$ cat config.mk
export PLATFORM = sky130hd
export DESIGN_NAME = btm_monitor
export DESIGN_NICKNAME = d
export VERILOG_FILES = /design/src/btm_pkg.sv /design/src/btm_decode.sv /design/src/btm_monitor.sv
export VERILOG_INCLUDE_DIRS = /design/src
export SDC_FILE = /design/constraint.sdc
export NUM_CORES = 1
export LEC_CHECK = 0
export ABC_AREA = 1
export BUFFER_PORTS_ARGS = -buffer_cell sky130_fd_sc_hd__buf_2
export CORE_MARGIN = 2
export CORE_UTILIZATION = 35
export CTS_CLUSTER_DIAMETER = 80
export DETAILED_ROUTE_END_ITERATION = 10
export SYNTH_ARGS = -nofsm -noshare
export SYNTH_HDL_FRONTEND = slang
export SYNTH_SLANG_ARGS = --single-unit
$ cat constraint.sdc
create_clock -name sys_clk -period 2.2 [get_ports sys_clk]
set_input_delay 0.11 -clock sys_clk [delete_from_list [all_inputs] [get_ports sys_clk]]
set_output_delay 0.11 -clock sys_clk [all_outputs]
set_load 0.01 [all_outputs]
$ cat src/btm_defines.svh
// Constants of the peripheral bus timeout monitor: offsets, fields, resets.
// Assumes inclusion by bare name; definitions only.
`ifndef BTM_DEFINES_SVH
`define BTM_DEFINES_SVH

// ****************************************************************
// Register offsets (byte addresses, word aligned)
// ****************************************************************
`define BTM_OFF_CONTROL     4'h0
`define BTM_OFF_STATUS      4'h4
`define BTM_OFF_IRQ_CLEAR   4'h8
`define BTM_OFF_IRQ_ENABLE  4'hC

// ****************************************************************
// Control fields and reset value
// ****************************************************************
`define BTM_ENABLE_BIT      3
`define BTM_SELECT_MSB      2
`define BTM_SELECT_LSB      0
`define BTM_CONTROL_WIDTH   16
`define BTM_CONTROL_RESET   16'h0008

// ****************************************************************
// Status fields and counts
// ****************************************************************
`define BTM_STAT_TIMEOUT    0
`define BTM_STAT_LATE_END   1
`define BTM_STAT_WIDTH      2
`define BTM_COUNT_WIDTH     11
`define BTM_MAX_TIMEOUT     11'h400

`endif

$ cat src/btm_pkg.sv
// Types shared by the peripheral bus timeout monitor.
// Assumes btm_defines.svh for field widths.
`include "btm_defines.svh"

package btm_pkg;

  typedef logic [`BTM_COUNT_WIDTH-1:0] btm_count_t;

  typedef struct packed {
    logic       monitor_enable;
    logic [2:0] timeout_select;
  } btm_config_s;

  typedef struct packed {
    logic [3:0]  address;
    logic        read;
    logic        write;
    logic [31:0] writedata;
  } btm_avl_req_s;

  typedef enum logic [1:0] {
    BTM_IDLE,
    BTM_OPEN,
    BTM_ERROR
  } btm_state_e;

endpackage

$ cat src/btm_decode.sv
// Timeout select decoder: turns the three-bit select field into a count.
// Assumes the select value is already registered.
`timescale 1ns/100ps
`default_nettype none
`include "btm_defines.svh"

module btm_decode (
  input  wire logic [2:0]      timeout_select,
  output logic [`BTM_COUNT_WIDTH-1:0] limit
);

  // 000 gives 1024 cycles and each step halves it down to 8.
  always_comb begin
    limit = `BTM_MAX_TIMEOUT >> timeout_select;  // see [RL7] see [RL5]
  end

endmodule

`default_nettype wire

$ cat src/btm_monitor.sv
// Peripheral bus timeout monitor with its Avalon-MM register slave.
// Assumes one 50 MHz clock; the system bus and peripheral signals are
// synchronous to it; btm_defines.svh and btm_pkg are compiled first.
//
// Implementation choices: the address map and register access over Avalon-MM.
`timescale 1ns/100ps
`default_nettype none
`include "btm_defines.svh"

// Function
// [RL1] Every peripheral bus cycle is watched with a count that restarts for each new cycle.
// [RL2] Counting starts when any module select first rises and runs until the wait signal falls.
// [RL3] Reaching the programmed count before the peripheral ends the cycle closes it with an error.
// [RL4] The error closure is passed to the system bus as an error response to the core.
// [RL5] The timeout is programmable from eight to 1024 system bus cycles.
// [RL6] Control bit 3 turns timeout checking off when 0 and on when 1.
// [RL7] Select bits 2 to 0 give 1024, 512, 256, 128, 64, 32, 16 or 8 cycles for codes 000 to 111.
// [RL8] After reset the monitor is enabled with the longest timeout.
// [RL9] Software should choose a timeout longer than the slowest peripheral response.
// [RL10] With the monitor disabled a cycle is never ended by elapsed time.
module btm_monitor (
  input  wire logic        sys_clk,
  input  wire logic        reset_n,
  input  wire logic [3:0]  avs_address,
  input  wire logic        avs_read,
  input  wire logic        avs_write,
  input  wire logic [31:0] avs_writedata,
  output logic [31:0]      avs_readdata,
  output logic [1:0]       avs_response,
  output logic             avs_waitrequest,
  input  wire logic [7:0]  module_select,
  input  wire logic        xfr_wait,
  output logic             xfr_done,
  output logic             xfr_error,
  output logic             irq
);

  // ****************************************************************
  // Registers
  // ****************************************************************
  btm_pkg::btm_avl_req_s               req;
  btm_pkg::btm_config_s                cfg;
  btm_pkg::btm_state_e                 state;
  btm_pkg::btm_count_t                 count;
  logic [`BTM_COUNT_WIDTH-1:0]         limit;
  logic [`BTM_STAT_WIDTH-1:0]          status;
  logic [`BTM_STAT_WIDTH-1:0]          irq_enable;
  logic [`BTM_STAT_WIDTH-1:0]          event_set;
  logic                                access_done;
  logic                                select_any;
  logic                                select_prev;
  logic                                cycle_start;
  logic                                timed_out;
  logic                                do_write;
  logic                                do_read;

  // Reset image of the control register, so its fields can be selected.
  localparam logic [`BTM_CONTROL_WIDTH-1:0] CONTROL_RESET = `BTM_CONTROL_RESET;

  assign req = '{address: avs_address, read: avs_read, write: avs_write,
                 writedata: avs_writedata};

  // ****************************************************************
  // Register slave
  // ****************************************************************
  // Each access is answered one cycle after it is presented: the first
  // cycle waits, the second drops waitrequest and completes.
  assign do_write = req.write && !avs_waitrequest;
  assign do_read  = req.read && !avs_waitrequest;

  always_ff @(posedge sys_clk or negedge reset_n) begin
    if (!reset_n) begin
      avs_waitrequest <= 1'b1;
    end else if ((req.read || req.write) && avs_waitrequest) begin
      avs_waitrequest <= 1'b0;
    end else begin
      avs_waitrequest <= 1'b1;
    end
  end

  always_ff @(posedge sys_clk or negedge reset_n) begin
    if (!reset_n) begin
      cfg <= '{monitor_enable: CONTROL_RESET[`BTM_ENABLE_BIT],
               timeout_select: CONTROL_RESET[`BTM_SELECT_MSB:`BTM_SELECT_LSB]};  // see [RL8]
    end else if (do_write && req.address == `BTM_OFF_CONTROL) begin
      cfg.monitor_enable <= req.writedata[`BTM_ENABLE_BIT];  // see [RL6]
      cfg.timeout_select <= req.writedata[`BTM_SELECT_MSB:`BTM_SELECT_LSB];
    end
  end

  always_ff @(posedge sys_clk or negedge reset_n) begin
    if (!reset_n) begin
      irq_enable <= '0;
    end else if (do_write && req.address == `BTM_OFF_IRQ_ENABLE) begin
      irq_enable <= req.writedata[`BTM_STAT_WIDTH-1:0];
    end
  end

  always_ff @(posedge sys_clk or negedge reset_n) begin
    if (!reset_n) begin
      avs_readdata <= '0;
      avs_response <= 2'h0;
    end else begin
      avs_readdata <= '0;
      avs_response <= 2'h0;
      if ((req.read || req.write) && avs_waitrequest) begin
        unique case (req.address)
          `BTM_OFF_CONTROL: begin
            avs_readdata[`BTM_ENABLE_BIT] <= req.read & cfg.monitor_enable;
            avs_readdata[`BTM_SELECT_MSB:`BTM_SELECT_LSB] <=
              req.read ? cfg.timeout_select : 3'h0;
          end
          `BTM_OFF_STATUS: begin
            avs_readdata[`BTM_STAT_WIDTH-1:0] <= req.read ? status : 2'h0;
          end
          `BTM_OFF_IRQ_ENABLE: begin
            avs_readdata[`BTM_STAT_WIDTH-1:0] <= req.read ? irq_enable : 2'h0;
          end
          `BTM_OFF_IRQ_CLEAR: begin
            avs_readdata <= '0;
          end
          default: begin
            avs_response <= 2'h2;
          end
        endcase
      end
    end
  end

  // ****************************************************************
  // Cycle monitor
  // ****************************************************************
  btm_decode u_decode (
    .timeout_select (cfg.timeout_select),
    .limit          (limit)
  );

  assign select_any  = |module_select;
  assign cycle_start = select_any && !select_prev;  // see [RL2]
  assign timed_out   = cfg.monitor_enable && (count + 11'h001 >= limit);  // see [RL3] see [RL10]

  always_ff @(posedge sys_clk or negedge reset_n) begin
    if (!reset_n) begin
      select_prev <= 1'b0;
    end else begin
      select_prev <= select_any;
    end
  end

  always_ff @(posedge sys_clk or negedge reset_n) begin
    if (!reset_n) begin
      state <= btm_pkg::BTM_IDLE;
      count <= '0;
    end else begin
      unique case (state)
        btm_pkg::BTM_IDLE: begin
          if (cycle_start) begin
            state <= btm_pkg::BTM_OPEN;
            count <= 11'h001;  // see [RL1]
          end
        end
        btm_pkg::BTM_OPEN: begin
          if (!xfr_wait) begin
            state <= btm_pkg::BTM_IDLE;  // see [RL2]
            count <= '0;
          end else if (timed_out) begin
            state <= btm_pkg::BTM_ERROR;  // see [RL3]
            count <= '0;
          end else if (count != `BTM_MAX_TIMEOUT) begin
            count <= count + 11'h001;
          end
        end
        btm_pkg::BTM_ERROR: begin
          if (!select_any) begin
            state <= btm_pkg::BTM_IDLE;
          end
        end
      endcase
    end
  end

  // Termination pulses towards the system bus side.
  always_ff @(posedge sys_clk or negedge reset_n) begin
    if (!reset_n) begin
      xfr_done  <= 1'b0;
      xfr_error <= 1'b0;
    end else begin
      xfr_done  <= (state == btm_pkg::BTM_OPEN) && (!xfr_wait || timed_out);
      xfr_error <= (state == btm_pkg::BTM_OPEN) && xfr_wait && timed_out;  // see [RL4]
    end
  end

  // ****************************************************************
  // Interrupt status
  // ****************************************************************
  // Bit 0: a cycle was ended by timeout. Bit 1: a cycle ended normally
  // after running longer than half the limit, a hint to raise it.
  assign access_done = (state == btm_pkg::BTM_OPEN) && !xfr_wait;
  assign event_set[`BTM_STAT_TIMEOUT]  = (state == btm_pkg::BTM_OPEN) && xfr_wait && timed_out;
  assign event_set[`BTM_STAT_LATE_END] = access_done && (count > (limit >> 1));

  // A new event wins over a clear written in the same cycle.
  always_ff @(posedge sys_clk or negedge reset_n) begin
    if (!reset_n) begin
      status <= '0;
    end else if (do_write && req.address == `BTM_OFF_IRQ_CLEAR) begin
      status <= (status & ~req.writedata[`BTM_STAT_WIDTH-1:0]) | event_set;
    end else begin
      status <= status | event_set;
    end
  end

  always_ff @(posedge sys_clk or negedge reset_n) begin
    if (!reset_n) begin
      irq <= 1'b0;
    end else begin
      irq <= |(status & irq_enable);
    end
  end

endmodule

`default_nettype wire

==> results.cfg <==
[outcome]
outcome = finished, violations left
violations = negative setup slack

[power_and_ir_drop]
peakVddDrop_v = 0.000488
power.leakage_nw = 1.69
power.density_mw_per_mm2 = 764

[sta]
finalWorstSetupSlack_ns = -0.293
max_freq_mhz = 401
period_needed_ns = 2.49
tns_ns = -3.79
slew_headroom = 0.527
period_share = 1.13
tightest_slew_ns = 0.710
setup_violations = 16
skew_ns = 0.00286
hold_viol = 0
rsz0062_at_grt = yes
finalMaxSlewViolations = 0

[synth]
synth-compound-area-share = 0.0826
async_reset_ff_frac = 1.00
syn_avg_cell_area_um2 = 7.60
yosysTopAreaCellShare = 0.315
yosysSeqAreaShare = 0.338
synth_edf_count = 0
synth.largest_area_cell = dfrtp_1
ys.flop_type = dfrtp_1
syn-cell-area_mm2 = 0.00230
yosys.area_share.adder = 0.114
synthTopCellsByArea = dfrtp_1, nand2_1, ha_1
synth_common_cells = nand2_1, inv_1, buf_4
synth_top_family_by_area = simple AND/OR/NAND/NOR gates
synth_xor_area_frac = 0.0228
ys_ff_latch = 31
yosysWarnings = 0
synth_cell_types = 32
post-synth-top-count-cell = nand2_1
synth_simple_gate_area_frac = 0.265
syn_inst = 303
synth.area.mux_share = 0.00489

[finish]
drive_gt1_frac = 0.351
regArea_um2 = 779
n_fill_cell = 621
multiInputGateArea_mm2 = 0.00143
area_delta_synth_final_pct = 33.7
fin_util = 0.485
n_antenna_cell = 0
layout.nets = 451
stdcell_count = 459

[floorplanning]
fp.dieH_um = 85.1
die_area_mm2 = 0.00725
io-pin-count = 87
initial_core_util = 0.363
core-area_mm2 = 0.00635
std_cell_rows = 29
fp.dieW_um = 85.1

[setup_path]
worst_ep_arrival_time_ns = 2.67
timing.rr.start = count[1]
reg2reg_depth = 15
criticalPathCategory = flip-flop to flip-flop
cp_max_fo = 6
reg2reg_to = count[3]
cp-endpoint = count[3]
critPathLaunchType = flip-flop
crit_chain = ha_2 -> nand3_4 -> nor2_4 -> nand3_2 -> xor2_2 -> inv_2 -> ha_4 -> a21o_1 -> nor2_2 -> nand3_2 -> nand2_4 -> nand3_4 -> nand2_4 -> clkbuf_16 -> o21ai_1
cp-startpoint = count[1]
end_kind = flip-flop
ff2ff_setup_slack_ns = -0.29
critPathMaxStageDelay_ns = 0.40
worstPathRequired_ns = 2.37
slowest_stage = dfrtp_1

[global_routing]
grt_max_degree = 32
grt_pass1_wl_um = 8990
grt_pass1_vias = 1976
gr-total-overflow = 0
antenna_found_initial = 0
grt.total_usage = 0.157

[min_path]
min_path_cells = 2
hold_path.class = input port to flip-flop

[clocking]
cts_sinks = 31
numCtsBuffers = 5
tritoncts = yes
ctsLongestPathBuffers = 2
htreeDepth = 2
insertion_delay_ns = 0.29
root_buffer = clkbuf_8
path_clk_slew_ns = 0.07

[detailed_routing]
dr.pass1.iters = 4
wl_per_cell_um = 12.6
drtAntennaViolNets = 0
routed_via_density = 4.60
num_vias = 2111
drt-initial-drc-count = 94
finalWirelength_um = 5770
drcViolationCount = 0

[placement]
placedCellCount = 441
portBuffers = 29
dp_hpwl_um = 4160
gp_congestion = 0.843

[flow_run]
cap_violations = 0
==> per-stage QoR <==
stage                     power (W)  hold WS (ns)  area, µm²  worst slack (ns)
after floorplan             0.00134        -0.186       2420           -0.0177
after global routing        0.00253        0.0630       3080            -0.432
after CTS                   0.00219        0.0414       2900            -0.239
after detailed placement    0.00164         0.211       2700            -0.245
after global placement      0.00163         0.200       2700            -0.237
final                       0.00235        0.0402       3080            -0.293
==> logic make-up (layout without fill, tap and decap cells) <==
kind of cell / count (synthesis) / in the layout
adders and majority gates: 21 / 21
muxes: 1 / 1
DFF: 31 / 31
AOI/OAI and AO/OA: 34 / 34
xor gates and xnor gates: 6 / 6
other: 1 / 29
and+or+nand+nor: 136 / 136
buffers and inverters: 73 / 124
==> worst min path at each step <==
stage	startpoint	endpoint	slack, ns
after floorplan	reset_n	avs_readdata[0]	-0.19
after global placement	reset_n	state[0]	0.20
after detailed placement	reset_n	state[0]	0.21
after CTS	avs_read	avs_waitrequest	0.04
after global routing	avs_writedata[3]	cfg[3]	0.06
final	avs_read	avs_waitrequest	0.04
==> report_power, final <==
| group | internal, W | switching (W) |
|---|---|---|
| combinational | 0.000498 | 0.000651 |
| sequential | 0.000668 | 0.0000679 |
| clock | 0.000252 | 0.000217 |
| total | 0.00142 | 0.000936 |
==> repair_timing <==
item / CTS / global route
endpoints found under the setup margin: 16 / 16
cloned: 0 / 1
hold endpoints to repair: 29 / 0
hold buffers: 1 / 0
buffers inserted: 6 / 3
resized for setup: 13 / 37
pin swaps: 4 / 15
==> state kept, by name, indices dropped and copies added, names as in the netlist <==
signal	cells
avs_readdata	4
state	2
count	11
avs_response	1
select_prev	1
avs_waitrequest	1
cfg	4
xfr_done	1
irq	1
irq_enable	2
status	2
xfr_error	1
==> layer usage <==
metal,vias up,wire [µm],GRT usage,part of all wire
met1,997,2670,0.196,0.46
met5,-,0,0,0
li1,1066,-,-,-
met2,40,2820,0.270,0.49
met4,0,67,0.0563,0.012
met3,8,216,0.0272,0.037
==> cell type report <==
class | count | share of cell area
Multi-Input combinational cell | 227 | 0.463
Clock buffer | 7 | 0.0280
Timing Repair Buffer | 74 | 0.171
Clock inverter | 1 | 0.00163
Inverter | 42 | 0.0516
Sequential cell | 31 | 0.253
Tap cell | 77 | 0.0313
==> cells in the final DEF, fill, tap and decap left out, types with 10 or more instances in the layout <==
| cell | netlist | routed |
|---|---|---|
| ha_1 | 21 | 17 |
| nor2_1 | 22 | 18 |
| buf_2 | 0 | 29 |
| buf_4 | 30 | 39 |
| nand3_1 | 24 | 19 |
| nand2_1 | 73 | 61 |
| dfrtp_1 | 29 | 28 |
| conb_1 | 1 | 29 |
| o21ai_0 | 14 | 11 |
| nand2_2 | 1 | 10 |
| inv_1 | 39 | 35 |
==> worst max-delay path: cells and delay by family, from the launching register on <==
kind	cells	cell delay [ns]
and+or+nand+nor	8	0.89
adders and majority gates	2	0.46
DFF	1	0.40
buffers and inverters	2	0.22
AOI/OAI and AO/OA	2	0.22
xor gates and xnor gates	1	0.18
Power figures use the tool's default switching activity.
